--- src/rtl/boot_mode_pkg.sv ---
// Constants and types shared by the bootstrap mode controller
// Function
// - Boot pin low at reset enters bootstrap
// - Eight segments keep CAN pins inactive
// - External-access pin sets bus active bit
// - Boot code fetches served from boot flash
// - Boot flash never readable or writable
// - Flash writes decoded only from segment one (code: bootstrap only; normal-mode writes follow the map bit)
// - Flash reads follow the segment map bit
// - Segment map bit defaults to zero
// - Load 32 UART or 128 CAN bytes
// - Store bytes upward from FA40 in RAM
// - Jump to FA40, mode stays active
// - Watchdog off, flash restricted while bootstrapping
// - Software reset exits, hardware needs pin high
// - Restart at zero, user or external
// - Degenerated software reset resamples boot pin
package boot_mode_pkg;
    // Register byte offsets
    localparam logic [4:0] OFF_MODE_STATUS = 5'h00;
    localparam logic [4:0] OFF_SYSTEM_CONFIG = 5'h04;
    localparam logic [4:0] OFF_BUS_CONFIG_ZERO = 5'h08;
    localparam logic [4:0] OFF_RESET_CONTROL = 5'h0C;
    localparam logic [4:0] OFF_LOAD_COUNT = 5'h10;
    // Field positions
    localparam int STAT_BOOT = 0;
    localparam int STAT_BUS = 1;
    localparam int STAT_EXT = 2;
    localparam int STAT_DONE = 3;
    localparam int STAT_CAN = 4;
    localparam int STAT_CAN_ALT = 5;
    localparam int CFG_SEG_MAP = 0;
    localparam int CFG_SEG_LO = 1;
    localparam int BUS_ACTIVE_POS = 10;
    localparam int RST_SOFT = 0;
    localparam int RST_BIDIR = 1;
    // Reset value and CAN-off segment code
    localparam logic [3:0] SEG_LINES_RESET = 4'h0;
    localparam logic [3:0] SEG_LINES_NO_CAN = 4'h8;
    // Memory map
    localparam logic [23:0] BOOT_FLASH_TOP = 24'h001FFF;
    localparam logic [23:0] SEG0_USER_TOP = 24'h007FFF;
    localparam logic [23:0] SEG1_BASE = 24'h010000;
    localparam logic [23:0] FLASH_AREA_TOP = 24'h08FFFF;
    localparam logic [15:0] RAM_LOAD_BASE = 16'hFA40;
    // Start-up block lengths
    localparam logic [7:0] UART_LOAD_LEN = 8'h20;
    localparam logic [7:0] CAN_LOAD_LEN = 8'h80;
    typedef enum logic [1:0] {
        LD_IDLE = 2'b00,
        LD_LOAD = 2'b01,
        LD_JUMP = 2'b10,
        LD_DONE = 2'b11
    } loader_state_e;
endpackage

--- src/rtl/boot_mode_control.sv ---
// Bootstrap mode control: reset sampling, flash steering, loader, registers
`timescale 1ns/1ns
module boot_mode_control (
    // Clock and reset
    input wire logic sys_clk,
    input wire logic reset,
    // Strap pins
    input wire logic boot_select_pin,
    input wire logic external_access_pin,
    // Serial link after initialisation
    input wire logic link_ready,
    input wire logic link_is_can,
    input wire logic rx_valid,
    input wire logic [7:0] rx_byte,
    // Avalon-MM slave
    input wire logic [4:0] avs_address,
    input wire logic avs_read,
    input wire logic avs_write,
    input wire logic [31:0] avs_writedata,
    input wire logic [3:0] avs_byteenable,
    output logic [31:0] avs_readdata,
    output logic avs_waitrequest,
    // CPU flash access
    input wire logic [23:0] cpu_addr,
    input wire logic cpu_fetch,
    input wire logic cpu_read,
    input wire logic cpu_write,
    output logic boot_flash_sel,
    output logic user_flash_sel,
    output logic [19:0] flash_offset,
    output logic access_denied,
    // Start-up RAM port and jump
    output logic ram_we,
    output logic [15:0] ram_addr,
    output logic [7:0] ram_data,
    output logic jump_valid,
    output logic [15:0] jump_addr,
    // Mode outputs
    output logic bootstrap_loader_mode,
    output logic watchdog_disable,
    output logic bus_active_bit,
    output logic boot_from_external,
    output logic can_alt_enable,
    output logic restart_pulse
);
    // ==========================================================
    // Register access helpers
    // ==========================================================
    function automatic logic hits(input logic [4:0] a, input logic [4:0] off);
        hits = a == off;
    endfunction

    logic ack;
    logic wr_fire;
    logic rd_take;
    logic sw_reset_req;
    logic sw_bidir;
    logic restart_pending;
    logic restart_hw;
    logic sample;
    logic boot_active;
    logic segment_map;
    logic [3:0] seg_lines;
    logic load_done;
    logic [7:0] byte_count;
    logic loader_reset;
    logic [31:0] next_readdata;

    // ==========================================================
    // Avalon-MM slave: one wait state on every access
    // ==========================================================
    assign avs_waitrequest = (avs_read | avs_write) & ~ack;
    assign wr_fire = avs_write & ack;
    assign rd_take = avs_read & ~ack;

    always_ff @(posedge sys_clk) begin
        if (reset)
            ack <= 1'b0;
        else
            ack <= (avs_read | avs_write) & ~ack;
    end

    always_comb begin
        next_readdata = 32'h00000000;
        if (hits(avs_address, boot_mode_pkg::OFF_MODE_STATUS)) begin
            next_readdata[boot_mode_pkg::STAT_BOOT] = boot_active;
            next_readdata[boot_mode_pkg::STAT_BUS] = bus_active_bit;
            next_readdata[boot_mode_pkg::STAT_EXT] = boot_from_external;
            next_readdata[boot_mode_pkg::STAT_DONE] = load_done;
            next_readdata[boot_mode_pkg::STAT_CAN] = link_is_can;
            next_readdata[boot_mode_pkg::STAT_CAN_ALT] = can_alt_enable;
        end else if (hits(avs_address, boot_mode_pkg::OFF_SYSTEM_CONFIG)) begin
            next_readdata[boot_mode_pkg::CFG_SEG_MAP] = segment_map;
            next_readdata[boot_mode_pkg::CFG_SEG_LO +: 4] = seg_lines;
        end else if (hits(avs_address, boot_mode_pkg::OFF_BUS_CONFIG_ZERO)) begin
            next_readdata[boot_mode_pkg::BUS_ACTIVE_POS] = bus_active_bit;
        end else if (hits(avs_address, boot_mode_pkg::OFF_LOAD_COUNT)) begin
            next_readdata[7:0] = byte_count;
        end
    end

    // Data is latched in the wait cycle so it stands at the completing edge
    always_ff @(posedge sys_clk) begin
        if (reset)
            avs_readdata <= 32'h00000000;
        else if (rd_take)
            avs_readdata <= next_readdata;
    end

    // ==========================================================
    // Reset kinds and strap sampling
    // ==========================================================
    assign sw_reset_req = wr_fire && hits(avs_address, boot_mode_pkg::OFF_RESET_CONTROL)
        && avs_byteenable[0] && avs_writedata[boot_mode_pkg::RST_SOFT];
    assign sw_bidir = avs_writedata[boot_mode_pkg::RST_BIDIR];

    always_ff @(posedge sys_clk) begin
        if (reset) begin
            restart_pending <= 1'b1;
            restart_hw <= 1'b1;
        end else if (sw_reset_req) begin
            restart_pending <= 1'b1;
            restart_hw <= sw_bidir & ~external_access_pin;
        end else begin
            restart_pending <= 1'b0;
        end
    end

    // Sampling happens on the first cycle after any reset is released
    assign sample = restart_pending;
    assign restart_pulse = sample;

    always_ff @(posedge sys_clk) begin
        if (reset)
            boot_active <= 1'b0;
        else if (sample)
            boot_active <= restart_hw & ~boot_select_pin;
    end

    always_ff @(posedge sys_clk) begin
        if (reset)
            bus_active_bit <= 1'b0;
        else if (sample)
            bus_active_bit <= ~external_access_pin;
        else if (wr_fire && hits(avs_address, boot_mode_pkg::OFF_BUS_CONFIG_ZERO)
                 && avs_byteenable[1])
            bus_active_bit <= avs_writedata[boot_mode_pkg::BUS_ACTIVE_POS];
    end

    always_ff @(posedge sys_clk) begin
        if (reset)
            boot_from_external <= 1'b0;
        else if (sample)
            boot_from_external <= ~external_access_pin;
    end

    always_ff @(posedge sys_clk) begin
        if (reset) begin
            segment_map <= 1'b0;
            seg_lines <= boot_mode_pkg::SEG_LINES_RESET;
        end else if (sample) begin
            segment_map <= 1'b0;
            seg_lines <= boot_mode_pkg::SEG_LINES_RESET;
        end else if (wr_fire && hits(avs_address, boot_mode_pkg::OFF_SYSTEM_CONFIG)
                     && avs_byteenable[0]) begin
            segment_map <= avs_writedata[boot_mode_pkg::CFG_SEG_MAP];
            seg_lines <= avs_writedata[boot_mode_pkg::CFG_SEG_LO +: 4];
        end
    end

    // ==========================================================
    // Mode outputs
    // ==========================================================
    assign bootstrap_loader_mode = boot_active;
    assign watchdog_disable = boot_active;
    assign can_alt_enable = seg_lines != boot_mode_pkg::SEG_LINES_NO_CAN;

    // ==========================================================
    // Flash steering and start-up loader
    // ==========================================================
    // restriction follows the flag
    flash_access_router u_router (
        .sys_clk(sys_clk),
        .reset(reset),
        .boot_active(boot_active),
        .segment_map(segment_map),
        .cpu_addr(cpu_addr),
        .cpu_fetch(cpu_fetch),
        .cpu_read(cpu_read),
        .cpu_write(cpu_write),
        .boot_flash_sel(boot_flash_sel),
        .user_flash_sel(user_flash_sel),
        .flash_offset(flash_offset),
        .access_denied(access_denied)
    );

    // A new reset restarts the loader; the loaded block is not reloaded otherwise
    assign loader_reset = reset | sample;

    startup_loader u_loader (
        .sys_clk(sys_clk),
        .reset(loader_reset),
        .start(link_ready & boot_active),
        .link_is_can(link_is_can),
        .rx_valid(rx_valid),
        .rx_byte(rx_byte),
        .ram_we(ram_we),
        .ram_addr(ram_addr),
        .ram_data(ram_data),
        .jump_valid(jump_valid),
        .jump_addr(jump_addr),
        .load_done(load_done),
        .byte_count(byte_count)
    );
endmodule

--- src/rtl/flash_access_router.sv ---
// Internal flash access steering for boot and normal modes
`timescale 1ns/1ns
module flash_access_router (
    // Clock and reset
    input wire logic sys_clk,
    input wire logic reset,
    // Mode
    input wire logic boot_active,
    input wire logic segment_map,
    // CPU access
    input wire logic [23:0] cpu_addr,
    input wire logic cpu_fetch,
    input wire logic cpu_read,
    input wire logic cpu_write,
    // Routed access
    output logic boot_flash_sel,
    output logic user_flash_sel,
    output logic [19:0] flash_offset,
    output logic access_denied
);
    // Hit flag above a user flash offset
    function automatic logic [20:0] user_map(input logic [23:0] a, input logic map);
        logic [23:0] rel;
        rel = a - boot_mode_pkg::SEG1_BASE;
        if (a >= boot_mode_pkg::SEG1_BASE)
            user_map = {1'b1, rel[19:0]};
        else if (!map && a <= boot_mode_pkg::SEG0_USER_TOP)
            user_map = {1'b1, a[19:0]};
        else
            user_map = 21'h000000;
    endfunction

    logic in_area;
    logic any_req;
    logic next_boot;
    logic next_user;
    logic next_deny;
    logic [19:0] next_off;
    logic [20:0] hit;

    assign in_area = cpu_addr <= boot_mode_pkg::FLASH_AREA_TOP;
    assign any_req = cpu_fetch | cpu_read | cpu_write;
    assign hit = user_map(cpu_addr, segment_map);

    always_comb begin
        next_boot = 1'b0;
        next_user = 1'b0;
        next_deny = 1'b0;
        next_off = 20'h00000;
        if (in_area && any_req) begin
            if (!boot_active) begin
                next_user = hit[20];
                next_deny = ~hit[20];
                next_off = hit[19:0];
            end else if (cpu_fetch) begin
                next_boot = 1'b1;
                next_off = {7'h00, cpu_addr[12:0]};
            end else if (cpu_write) begin
                next_user = cpu_addr >= boot_mode_pkg::SEG1_BASE;
                next_deny = cpu_addr < boot_mode_pkg::SEG1_BASE;
                next_off = hit[19:0];
            end else begin
                next_user = hit[20];
                next_deny = ~hit[20];
                next_off = hit[19:0];
            end
        end
    end

    always_ff @(posedge sys_clk) begin
        if (reset) begin
            boot_flash_sel <= 1'b0;
            user_flash_sel <= 1'b0;
            flash_offset <= 20'h00000;
            access_denied <= 1'b0;
        end else begin
            boot_flash_sel <= next_boot;
            user_flash_sel <= next_user;
            flash_offset <= next_off;
            access_denied <= next_deny;
        end
    end
endmodule

--- src/rtl/startup_loader.sv ---
// Start-up block loader into dual-port RAM
`timescale 1ns/1ns
module startup_loader (
    // Clock and reset
    input wire logic sys_clk,
    input wire logic reset,
    // Link
    input wire logic start,
    input wire logic link_is_can,
    input wire logic rx_valid,
    input wire logic [7:0] rx_byte,
    // RAM and jump
    output logic ram_we,
    output logic [15:0] ram_addr,
    output logic [7:0] ram_data,
    output logic jump_valid,
    output logic [15:0] jump_addr,
    output logic load_done,
    output logic [7:0] byte_count
);
    boot_mode_pkg::loader_state_e state;
    logic [7:0] load_len;

    always_ff @(posedge sys_clk) begin
        if (reset) begin
            state <= boot_mode_pkg::LD_IDLE;
            load_len <= boot_mode_pkg::UART_LOAD_LEN;
            byte_count <= 8'h00;
            ram_we <= 1'b0;
            ram_addr <= 16'h0000;
            ram_data <= 8'h00;
            jump_valid <= 1'b0;
            jump_addr <= 16'h0000;
        end else begin
            ram_we <= 1'b0;
            jump_valid <= 1'b0;
            case (state)
                boot_mode_pkg::LD_IDLE: begin
                    if (start) begin
                        load_len <= link_is_can ? boot_mode_pkg::CAN_LOAD_LEN
                                                : boot_mode_pkg::UART_LOAD_LEN;
                        byte_count <= 8'h00;
                        state <= boot_mode_pkg::LD_LOAD;
                    end
                end
                boot_mode_pkg::LD_LOAD: begin
                    if (rx_valid) begin
                        ram_we <= 1'b1;
                        ram_addr <= boot_mode_pkg::RAM_LOAD_BASE + {8'h00, byte_count};
                        ram_data <= rx_byte;
                        byte_count <= byte_count + 8'h01;
                        if (byte_count == load_len - 8'h01)
                            state <= boot_mode_pkg::LD_JUMP;
                    end
                end
                boot_mode_pkg::LD_JUMP: begin
                    jump_valid <= 1'b1;
                    jump_addr <= boot_mode_pkg::RAM_LOAD_BASE;
                    state <= boot_mode_pkg::LD_DONE;
                end
                boot_mode_pkg::LD_DONE: state <= boot_mode_pkg::LD_DONE;
                default: state <= boot_mode_pkg::LD_IDLE;
            endcase
        end
    end

    assign load_done = state == boot_mode_pkg::LD_DONE;
endmodule

--- config.mk ---
export PLATFORM = sky130hd
export DESIGN_NAME = boot_mode_control
export DESIGN_NICKNAME = d
export VERILOG_FILES = /design/src/rtl/boot_mode_pkg.sv /design/src/rtl/boot_mode_control.sv /design/src/rtl/flash_access_router.sv /design/src/rtl/startup_loader.sv
export SDC_FILE = /design/constraint.sdc
export NUM_CORES = 1
export LEC_CHECK = 0
export ABC_AREA = 1
export ABC_CLOCK_PERIOD_IN_PS = 1700
export BUFFER_PORTS_ARGS = -buffer_cell sky130_fd_sc_hd__buf_2
export CAP_MARGIN = 20
export CORE_ASPECT_RATIO = 1.1
export CORE_MARGIN = 10
export CORE_UTILIZATION = 35
export DETAILED_ROUTE_END_ITERATION = 8
export PLACE_DENSITY_LB_ADDON = 0.3
export SETUP_SLACK_MARGIN = 0.05
export SYNTH_ARGS = -nofsm -noshare
export SYNTH_HDL_FRONTEND = slang
export SYNTH_HIERARCHICAL = 1
export SYNTH_SLANG_ARGS = --single-unit
--- constraint.sdc ---
create_clock -name sys_clk -period 1.7 [get_ports sys_clk]
set_input_delay 0.085 -clock sys_clk [delete_from_list [all_inputs] [get_ports sys_clk]]
set_output_delay 0.085 -clock sys_clk [all_outputs]
set_load 0.02 [all_outputs]
### Yosys cells after proc, flatten, opt, wreduce, memory -nomap -nowiden

Cells that the tools add are included.

* bits in registers: 88
* input port bits: 85
* output and inout bits: 104
* logic and storage cells: 114

* $add $sub $neg: 4
* $lt $le $gt $ge: 4
* equality and inequality tests: 12
* multiplexer cells: 33
* bitwise gates (word level): 17
* reduce and logical (&&, ||, !) cells: 23

Operators by type and width (count)
* 21-bit 2-to-1 mux: 2
* 20-bit 2-to-1 mux: 2
* 8-bit 2-to-1 mux: 5
* 24-bit by 17-bit >= comparator with 1-bit output (second input constant): 1
* 24-bit by 15-bit less-or-equal comparator with 1-bit output (second input constant): 1
* 24-bit by 20-bit less-or-equal comparator with 1-bit output (second input constant): 1
* 24-bit by 17-bit < comparator with 1-bit output (second input constant): 1
* 20-bit by 17-bit subtractor with 20-bit output (second input constant): 1
* 8-bit case mux with 2 select lines: 1
* 1-bit 2-to-1 mux: 15
* 12-bit by 9-bit adder with 13-bit output (first input constant): 1
* 5-bit by 4-bit == test with 1-bit output (second input constant): 2
* 1-bit logical AND: 9
* 8-bit by 1-bit adder with 8-bit output (second input constant): 1
* 8-bit == test: 1
* 2-bit 2-to-1 mux: 4
* 2-bit OR reduction: 4
* 8-bit by 1-bit subtractor with 8-bit output (second input constant): 1
* 1-bit NOT: 7
* 1-bit AND: 6
* 6-bit 2-to-1 mux: 1
* 2-bit case mux with 3 select lines: 1
* 3-bit AND reduction: 2
* 5-bit by 3-bit == test with 1-bit output (second input constant): 1
* other kinds (15): 22

### Longest topological paths before layout

Gate-level depths: netlist of the first run.

* depth after elaboration: 8
* mapped depth: 11
* gate-level depth less buffers: 9

### Hierarchy

Netlist of the first run, hierarchy kept.

Modules (own cells, without submodules)
* startup_loader: times used 1, cells an instance 195, area an instance 1510.2 um^2, sequential area each 660.6 um^2
* boot_mode_control: times used 1, cells an instance 175, area an instance 1208.7 um^2, sequential area each 400.4 um^2
* flash_access_router: times used 1, cells an instance 149, area an instance 1033.5 um^2, sequential area each 460.4 um^2

### Least setup slack after synthesis of the first run

OpenSTA, ideal clock, no wires.

* path type: register -> register
* start point: reg restart_pending (netlist: restart_pulse)
* end point: reg u_loader.load_len[5]
* data arrival time: 1.217 ns
* data required time: 1.585 ns
* setup slack: 0.369 ns
* cell stages (with the launch flop): 6
* path buffers: 0
* cell sequence: dfxtp_1 -> nor2_1 -> inv_1 -> inv_1 -> o21ai_0 -> a21o_2

* cells in the longest elaborated chain, start to end: 1

Ends and longest elaborated chain
* from (decl): RTL line boot_mode_control.sv:58 `logic restart_pending;`
* from (signal assigned): RTL line boot_mode_control.sv:119 `restart_pending <= 1'b1;`
* from (signal assigned): RTL line boot_mode_control.sv:122 `restart_pending <= 1'b1;`
* from (signal assigned): RTL line boot_mode_control.sv:125 `restart_pending <= 1'b0;`
* 1-bit OR: RTL line boot_mode_control.sv:198 `assign loader_reset = reset | sample;`
* via loader_reset: RTL line boot_mode_control.sv:66 `logic loader_reset;`
* to (signal assigned): RTL line startup_loader.sv:27 `load_len <= boot_mode_pkg::UART_LOAD_LEN;`
* to (signal assigned): RTL line startup_loader.sv:40 `load_len <= link_is_can ? boot_mode_pkg::CAN_LOAD_LEN`
* to (decl): RTL line startup_loader.sv:22 `logic [7:0] load_len;`

The timed path passes the listed nets, and every way through them passes these cells.
A chain may end at the register's enable or synchronous reset.

### Final worst setup path of the first run

* start point: in cpu_addr[13]
* end point: reg u_router.flash_offset[16]

* cells in the longest elaborated chain, start to end: 6
* elaborated cells on any way between the ends: 12
* those cells by class: add/sub: 1; order compare: 3; mux: 4; bitwise: 1; reduce/logical: 3

Ends and longest elaborated chain
* from (decl): RTL line boot_mode_control.sv:24 `input wire logic [23:0] cpu_addr,`
* 24-bit by 15-bit less-or-equal comparator with 1-bit output: RTL line flash_access_router.sv:27 `else if (!map && a <= boot_mode_pkg::SEG0_USER_TOP)`
* 1-bit logical AND: RTL line flash_access_router.sv:27
* 21-bit 2-to-1 mux: RTL line flash_access_router.sv:27
* 21-bit 2-to-1 mux: RTL line flash_access_router.sv:25 `if (a >= boot_mode_pkg::SEG1_BASE)`
* 20-bit 2-to-1 mux: RTL line flash_access_router.sv:55 `end else if (cpu_fetch) begin`
* 20-bit 2-to-1 mux: RTL line flash_access_router.sv:51 `if (!boot_active) begin`
* to (signal assigned): RTL line flash_access_router.sv:79 `flash_offset <= next_off;`
* to (decl): RTL line flash_access_router.sv:18 `output logic [19:0] flash_offset,`

Several ways; a longest one is shown, not always the timed one.

==> results of run 1 <==
## metrics by stage
stage / area [µm²] / std cells / power, mW / setup WS (ps)
3_3_place_gp: 4300 / 769 / 2.27 / 215
6_report: 4740 / 797 / 4.28 / 328
5_1_grt: 4740 / 796 / 4.45 / 152
2_1_floorplan: 3870 / 550 / 2.18 / 369
3_5_place_dp: 4300 / 769 / 2.28 / 158
4_1_cts: 4740 / 796 / 4.32 / 326
## per-layer routing
layer / GRT usage / share of wire / vias up
li1: - / - / 1785
met1: 0.147 / 0.40 / 1534
met2: 0.231 / 0.49 / 136
met3: 0.0538 / 0.092 / 9
met4: 0.0510 / 0.014 / 0
met5: 0 / 0 / -
## flip-flops by register name, indices dropped and copies added, names as in the netlist
register	flops
u_router/flash_offset	20
u_loader/load_len	2
u_router/boot_flash_sel	1
u_loader/ram_we	1
u_loader/ram_addr	10
bus_active_bit	1
u_loader/ram_data	8
seg_lines	4
segment_map	1
u_router/access_denied	1
ack	1
restart_hw	1
u_loader/jump_addr	1
boot_from_external	1
u_router/user_flash_sel	1
restart_pulse	1
avs_readdata	9
bootstrap_loader_mode	1
u_loader/byte_count	8
u_loader/state	2
u_loader/jump_valid	1
## power breakdown
group | switching [mW] | internal (mW) | total [mW]
Sequential | 0.0210 | 1.81 | 1.83
Clock | 0.727 | 1.29 | 2.02
Combinational | 0.286 | 0.144 | 0.429
Total | 1.03 | 3.25 | 4.28
## worst register-to-register path: cells and delay by family, from the launching register on
kind | cells | cell delay [ps]
simple gates | 3 | 390
buf+inv | 2 | 390
compound gates | 1 | 140
flops | 1 | 360
## layout make-up
class                           count  area [µm²]
Timing Repair Buffer              143         783
Clock buffer                       13         280
Fill cell                        1108        5700
Sequential cell                    76        1520
Tap cell                          143         179
Multi-Input combinational cell    353        1690
Inverter                           65         244
Antenna cell                        1        2.50
Clock inverter                      3        42.5
## cells in the final DEF, fill, tap and decap left out, types with 2 or more instances in the layout
cell type        n
nand2_4          6
nor3_1           3
nor2_1          80
dlygate4sd3_1   11
o21ai_2          2
nand3_2          2
a21oi_1         31
nand2_2          3
o21a_1           2
nand3b_1         3
nand4_1          8
buf_4            5
o21ai_1          4
clkbuf_16        9
clkbuf_8         4
nor3_2           2
conb_1          33
inv_1           60
dfxtp_1         76
nor2_4           7
buf_2          127
ha_1             4
o21ai_0         17
nor2_2           2
xor2_1           2
nand3_1         17
inv_2            5
nand2_1        118
## how the worst max path moves through the flow
stage,depth (start not counted),slack [ps],end
6_report,9,330,u_router/flash_offset[16]$_SDFF_PP0_
5_1_grt,9,150,u_router/flash_offset[17]$_SDFF_PP0_
4_1_cts,6,330,u_loader/ram_addr[4]$_SDFFE_PP0P_
3_5_place_dp,10,160,u_router/flash_offset[2]$_SDFF_PP0_
3_3_place_gp,10,220,u_router/flash_offset[9]$_SDFF_PP0_
2_1_floorplan,5,370,u_loader/load_len[5]$_SDFFE_PP1P_
## cells by family (layout without fill, tap and decap cells)
kind of cell,Yosys count,count (layout),synth area share
AOI/OAI and AO/OA,59,59,0.0854
xor gates and xnor gates,2,2,0.00467
adders and majority gates,4,4,0.0133
buffers and inverters,121,224,0.176
DFF,76,76,0.405
other,2,34,0.00200
and+or+nand+nor,255,255,0.313
## repair_timing
action                                  CTS  global route
resized for setup                         0             0
endpoints found under the hold margin    11             0
endpoints found under the setup margin    0             0
hold buffers                             11             0
==> reports/results.tsv, run 1 <==
metric	value	unit
status	finished clean	
period_needed	1370	ps
worstPathMaxFanout	7	
synth_cells	519	
coreArea	10400	µm²
timing.fmax	729	MHz
dr.pass1.iters	4	
ant_nets	0	
grt_antenna_before_repair	0	
cts_buffers	9	
cp_top_family	simple AND/OR/NAND/NOR gates	
cts_tree	done	
synthArstFlopShare	0	
dp_hpwl	8300	µm
hold_ws	9.72	ps
drv_slew	0	
cap_violations	0	
cpPeakStageDelay	540	ps
io_pins	189	
final_util	0.454	
hp-class	input pin to register	
wl_per_cell	13.2	µm
drtIter0Drc	203	
die_w	119	µm
end_kind	register	
min_to	seg_lines[3]$_SDFFE_PP0P_	
clock_latency	330	ps
setup_viol	0	
synth_commonest_cells	nand2_1 (118), nor2_1 (80), dfxtp_1 (76), inv_1 (60), buf_4 (46)	
r2r_start	u_loader/state[0]$_SDFFE_PP0P_	
r2r_setup_slack	350	ps
slew_headroom	0.654	
hold_viol_final	0	
path_cells	dlygate4sd3_1, buf_2, nor2_1, nand2_1, nor2_1, nand3_1, nand3_1, nand2_2, a21oi_2	
cts_root_buf	clkbuf_16	
crit_start	cpu_addr[13]	
clock_path_buffers	2	
synth_seq_cells	76	
powerDensity	903	nW/µm²
synth_most_common_cell	nand2_1	
p_leak	2.50	nW
synthesis.area	3750	µm²
worst_r2r_path_depth	6	
portBuffers	127	
hp-start	avs_writedata[4]	
cp.buffers_inverters	2	
gr-total-overflow	0	
routabilityCongestion	0.866	
synth_top_area_share	0.405	
cp.required	1970	ps
finalWirelength	10500	µm
finalClockSkew	7.44	ps
vias	3464	
r2r_end	u_loader/ram_data[2]$_SDFFE_PP0P_	
die_area	15300	µm²
ys_seq_area_frac	0.405	
cts.sinks	76	
grt_max_degree	23	
via_per_inst	4.35	
tightest_slew	520	ps
fin_crit_sh	0.807	
gr-usage-all-layers	0.134	
area.growth.synth_to_final	26.3	%
clkTransAtPathRegs	60	ps
die_h	129	µm
ys_warn_count	6	
rsz0062_at_grt	no	
synth_area_leader_cell	dfxtp_1	
floorplan.rows	39	
tns	0	ps
synth_cell_type_count	34	
worst_setup_path_start_kind	input pin	
synthFlopType	dfxtp_1	
crit_type	input pin to register	
arrival	1640	ps
layout.nets	737	
peakVddDrop	0.406	mV
drc	0	
grt_pass1_wl	17000	µm
crit_slowest_cell	dlygate4sd3_1	
drive_above_1_share	0.277	
yosys-top-cells-area	dfxtp_1 (41%), nand2_1 (12%), buf_4 (9.2%)	
hold_depth	3	
syn_area_per_cell	7.23	µm²
cts_setup_buffers	0	
initial_core_util	0.359	
synth_edf_count	0	
grt_pass1_vias	3513	
h-tree-depth	3	
Note: power is estimated with default switching activity, not from simulation.
==> run 2: changes to the inputs <==
--- a/config.mk
+++ b/config.mk
@@ -6,7 +6,7 @@
 export NUM_CORES = 1
 export LEC_CHECK = 0
 export ABC_AREA = 1
-export ABC_CLOCK_PERIOD_IN_PS = 1700
+export ABC_CLOCK_PERIOD_IN_PS = 1420
 export BUFFER_PORTS_ARGS = -buffer_cell sky130_fd_sc_hd__buf_2
 export CAP_MARGIN = 20
 export CORE_ASPECT_RATIO = 1.1
==> constraint.sdc (replaced) <==
create_clock -name sys_clk -period 1.42 [get_ports sys_clk]
set_input_delay 0.071 -clock sys_clk [delete_from_list [all_inputs] [get_ports sys_clk]]
set_output_delay 0.071 -clock sys_clk [all_outputs]
set_load 0.02 [all_outputs]
==> run 2 against run 1 <==
Against the previous run: via count grew 1.1%; clock-buffer cell count is 1 lower; wire length is essentially flat; cell count rose by 1.1%; combinational power increased by 24%; utilization grew 1.6 points; register-to-register slack worse by 190 ps; final area up 3.5%; first-iteration DRC count is 19% lower; critical path depth is the same; die area unchanged; global-route usage shrank 0.12 points.
==> reports/results.tsv, run 2 (synthesis results as in run 1) <==
metric	value	unit
wl_per_cell	13.1	µm
die_w	119	µm
p_sw_frac	0.226	
p_leak	2.56	nW
end_kind	register	
initial_core_util	0.359	
timing.fmax	767	MHz
die_area	15300	µm²
die_h	129	µm
combPwrFrac	0.099	
crit_slowest_cell	dlygate4sd3_1	
finalClockSkew	6.28	ps
setup_viol	0	
dr.pass1.iters	4	
largest_reg_flops	20	
powerDensity	1100	nW/µm²
internal_power	4.16	mW
cpPeakStageDelay	540	ps
p_sw	1.22	mW
layout.nets	747	
gr-usage-all-layers	0.133	
pwr-share-seq	0.408	
drtIter0Drc	165	
clock_path_buffers	2	
hp-start	avs_writedata[4]	
hold_depth	3	
gr-total-overflow	0	
period_needed	1300	ps
min_to	seg_lines[3]$_SDFFE_PP0P_	
regMostFlops	u_router/flash_offset	
grt_antenna_before_repair	0	
grt_max_degree	23	
grt_pass1_wl	16900	µm
via_per_inst	4.34	
floorplan.rows	39	
clkPwrFrac	0.494	
hp-class	input pin to register	
r2r_setup_slack	160	ps
ant_nets	0	
fin_crit_sh	0.918	
cp.buffers_inverters	2	
cts.sinks	76	
r2r_end	u_loader/byte_count[5]$_SDFFE_PP0P_	
drive_above_1_share	0.300	
tns	0	ps
finalWirelength	10500	µm
clkTransAtPathRegs	60	ps
worstPathMaxFanout	7	
cts_buffers	9	
arrival	1570	ps
cp_common_cell	nor2_1	
area.growth.synth_to_final	30.7	%
routabilityCongestion	0.868	
diodes	0	
clock_latency	330	ps
reg_top3	u_router/flash_offset x20, u_loader/ram_addr x10, avs_readdata x9	
crit_type	input pin to register	
coreArea	10400	µm²
portBuffers	127	
cp_top_family	simple AND/OR/NAND/NOR gates	
drv_slew	0	
r2r_start	u_loader/state[0]$_SDFFE_PP0P_	
status	finished clean	
peakVddDrop	0.552	mV
h-tree-depth	3	
layout_common_cells	buf_2 (127), nand2_1 (117), nor2_1 (76)	
cts_tree	done	
dp_hpwl	8310	µm
cts_root_buf	clkbuf_16	
rsz0062_at_grt	yes	
final_common_cell	buf_2	
worst_r2r_path_depth	9	
hold_viol_final	0	
stdcell_count	806	
path_cells	dlygate4sd3_1, buf_2, nor2_1, nand2_1, nor2_2, nand3_4, nand3_2, nand2_2, nor2_1	
grt_pass1_vias	3526	
drc	0	
cap_violations	0	
cp.depth	9	
worst_setup_path_start_kind	input pin	
cp.required	1690	ps
io_pins	189	
place_inst	778	
vias	3502	
run 2: changes by cell type in the layout (fill, tap and decap cells not counted), moves of 2 or more:
cell       previous run  this run
buf_4                 5        13
bufinv_16             1         3
clkbuf_8              4         2
nand3_1              17        15
nor2_1               80        76
nor2_2                2         6
run 2: final cells by class:
cell class	instances	area, µm²
multi-input combinational	353	1730
timing repair buffer	153	873
clock buffer	12	256
tap	143	179
clock inverter	4	95.1
fill	1097	5540
inverter	65	246
sequential	76	1520
run 2: what timing repair did:
action,4_1_cts,5_1_grt
hold endpoints to repair,12,0
resized for setup,0,15
hold buffers,12,0
buffers inserted,0,0
endpoints found under the setup margin,0,40
run 2: through the flow:
| step | power, mW | setup slack, ps | hold slack (ps) | area (µm²) | utilization |
|---|---|---|---|---|---|
| floorplan | 2.61 | 88.5 | 148 | 3870 | - |
| global placement | 2.73 | 2.79 | 305 | 4380 | 0.420 |
| detailed placement | 2.74 | -20.4 | 306 | 4380 | 0.420 |
| CTS | 5.43 | 77.0 | 4.24 | 4860 | 0.465 |
| global route | 5.58 | 15.8 | 30.2 | 4910 | 0.470 |
| finish | 5.38 | 117 | 10.6 | 4910 | 0.470 |
run 2: worst max path at each step:
stage	from	end	slack, ps
after floorplan	restart_pulse$_SDFF_PP1_	u_loader/load_len[5]$_SDFFE_PP1P_	90
after global placement	cpu_addr[17]	u_router/flash_offset[9]$_SDFF_PP0_	3
after detailed placement	cpu_addr[17]	u_router/flash_offset[2]$_SDFF_PP0_	-20
after CTS	cpu_addr[13]	u_router/flash_offset[17]$_SDFF_PP0_	80
after global routing	cpu_addr[13]	u_router/flash_offset[17]$_SDFF_PP0_	20
final	cpu_addr[13]	u_router/flash_offset[17]$_SDFF_PP0_	120
run 2: power by group through the flow:
stage | sequential (mW) | combinational (mW) | clock [mW]
after global routing | 2.19 | 0.588 | 2.80
after CTS | 2.19 | 0.525 | 2.71
after global placement | 2.24 | 0.496 | 0
after floorplan | 2.27 | 0.337 | 0
final | 2.19 | 0.531 | 2.65
after detailed placement | 2.24 | 0.498 | 0
run 2: routing by layer:
| layer | part of all wire | track usage |
|---|---|---|
| met2 | 0.49 | 0.228 |
| met4 | 0.016 | 0.0568 |
| met5 | 0 | 0 |
| met3 | 0.075 | 0.0437 |
| met1 | 0.42 | 0.149 |
run 2: worst reg2reg max path, stage by stage (launching register included):
cell and delay, ps:
dfxtp_1 360, inv_2 70, nor2_4 130, nand2_4 130, nand2_4 140, nand2_4 70
nor2_1 90, nand2_1 50, nand2_1 70, nor2_1 30
==> run 3: changes to the inputs <==
--- a/config.mk
+++ b/config.mk
@@ -8,11 +8,12 @@
 export ABC_AREA = 1
 export ABC_CLOCK_PERIOD_IN_PS = 1420
 export BUFFER_PORTS_ARGS = -buffer_cell sky130_fd_sc_hd__buf_2
-export CAP_MARGIN = 20
+export CAP_MARGIN = 5
 export CORE_ASPECT_RATIO = 1.1
 export CORE_MARGIN = 10
 export CORE_UTILIZATION = 35
 export DETAILED_ROUTE_END_ITERATION = 8
+export MAX_ROUTING_LAYER = met4
 export PLACE_DENSITY_LB_ADDON = 0.3
 export SETUP_SLACK_MARGIN = 0.05
 export SYNTH_ARGS = -nofsm -noshare
==> run 3 against run 2 <==
Against the previous run: non-clock buffer count increased by 1; sequential share of layout area fell by 0.23 points; hold slack gained 4.3 ps; highest routed layer unchanged.
==> reports/results.tsv, run 3 (synthesis results as in run 1) <==
metric	value	unit
clock_path_buffers	2	
grtUsageMet1	0.158	
ant_nets	0	
layout.nets	748	
worst_r2r_path_depth	8	
fillCellCount	1088	
multi_input_area	1740	µm²
fin_crit_sh	0.940	
hold_depth	3	
cp.required	1700	ps
stdcell_count	807	
final_area	4940	µm²
worstPathMaxFanout	14	
rsz0062_at_grt	no	
place_area	4400	µm²
timing.fmax	749	MHz
busiest_layer	met2	
clkTransAtPathRegs	60	ps
die_area	15300	µm²
finalWirelength	10700	µm
via_per_inst	4.32	
routabilityCongestion	0.874	
hp-start	cpu_addr[15]	
place_inst	779	
dr.pass1.iters	4	
drv_slew	0	
hold_viol_final	0	
diodes	0	
hp-class	input pin to register	
setup_viol	0	
cts_buffers	9	
min_to	u_router/flash_offset[15]$_SDFF_PP0_	
r2r_setup_slack	170	ps
drive_above_1_share	0.304	
p_leak	2.58	nW
peakVddDrop	0.467	mV
initial_core_util	0.359	
met3_usage	0.0337	
finalClockSkew	4.55	ps
final_common_cell	buf_2	
gr-usage-all-layers	0.141	
cts.sinks	76	
cts_tree	done	
area.growth.synth_to_final	31.7	%
r2r_start	u_loader/byte_count[0]$_SDFFE_PP0P_	
tns	0	ps
cap_violations	0	
regMostFlops	u_router/flash_offset	
end_kind	register	
arrival	1620	ps
powerDensity	1100	nW/µm²
clock_latency	330	ps
crit_start	reset	
grt_pass1_wl	17300	µm
seqCellArea	1520	µm²
r2r_end	u_loader/byte_count[6]$_SDFFE_PP0P_	
reg_top3	u_router/flash_offset x20, u_loader/ram_addr x10, avs_readdata x9	
layout_common_cells	buf_2 (126), nand2_1 (116), nor2_1 (76)	
die_w	119	µm
met2_usage	0.240	
gr-total-overflow	0	
period_needed	1340	ps
floorplan.rows	39	
vias	3487	
coreArea	10400	µm²
crit_type	input pin to register	
wl_per_cell	13.3	µm
cts_root_buf	clkbuf_16	
dp_hpwl	8350	µm
cts_setup_buffers	0	
drtIter0Drc	144	
io_pins	189	
portBuffers	127	
grt_max_degree	23	
drc	0	
grt_antenna_before_repair	0	
worst_setup_path_start_kind	input pin	
die_h	129	µm
status	finished clean	
largest_reg_flops	20	
grt_pass1_vias	3572	
h-tree-depth	3	
[run 3: worst max path at each step]
stage                                                 endpoint  slack (ps)  cells past startpoint
after floorplan              u_loader/load_len[5]$_SDFFE_PP1P_          90                      5
after CTS                  u_loader/byte_count[5]$_SDFFE_PP0P_          60                      9
after global placement       u_router/access_denied$_SDFF_PP0_         -30                      9
after global routing      u_router/flash_offset[12]$_SDFF_PP0_          10                     10
final                      u_router/flash_offset[9]$_SDFF_PP0_          80                      8
after detailed placement     u_router/access_denied$_SDFF_PP0_         -50                      9
[run 3: report_power, final]
group | leakage (nW) | switching [mW] | internal, mW | total, mW
clock | 0.173 | 0.873 | 1.81 | 2.68
sequential | 0.616 | 0.0252 | 2.17 | 2.19
combinational | 1.79 | 0.354 | 0.183 | 0.537
total | 2.58 | 1.25 | 4.16 | 5.41
[run 3: final cells by class]
class                      instances  area share
inverter                          65      0.0499
timing repair buffer             154       0.182
sequential                        76       0.308
clock inverter                     4      0.0192
multi-input combinational        353       0.353
clock buffer                      12      0.0519
tap                              143      0.0362
[run 3: stage by stage]
stage / total power [mW] / setup slack [ps] / hold slack (ps) / util
3_5_place_dp: 2.74 / -51.4 / 311 / 0.422
3_3_place_gp: 2.73 / -29.1 / 309 / 0.422
2_1_floorplan: 2.61 / 88.5 / 148 / -
6_report: 5.41 / 84.9 / 14.9 / 0.473
5_1_grt: 5.63 / 12.0 / 25.4 / 0.473
4_1_cts: 5.47 / 64.8 / 3.13 / 0.467
[run 3: timing repair]
| action | 4_1_cts | 5_1_grt |
|---|---|---|
| gates resized for setup | 1 | 21 |
| endpoints found under the hold margin | 12 | 0 |
| pin swaps | 0 | 4 |
| endpoints found under the setup margin | 5 | 37 |
| hold buffers | 12 | 0 |
[run 3: worst max-delay path: stages]
cell	delay, ps
dlygate4sd3_1	570
buf_6	150
nand3b_1	200
or2_1	270
buf_12	160
nor2_1	80
nand2_1	60
inv_1	40
[run 3: metal layers]
layer | share of wire | wire [µm]
met4 | 0.014 | 155
met3 | 0.051 | 551
met1 | 0.44 | 4710
met2 | 0.49 | 5290
met5 | 0 | 0
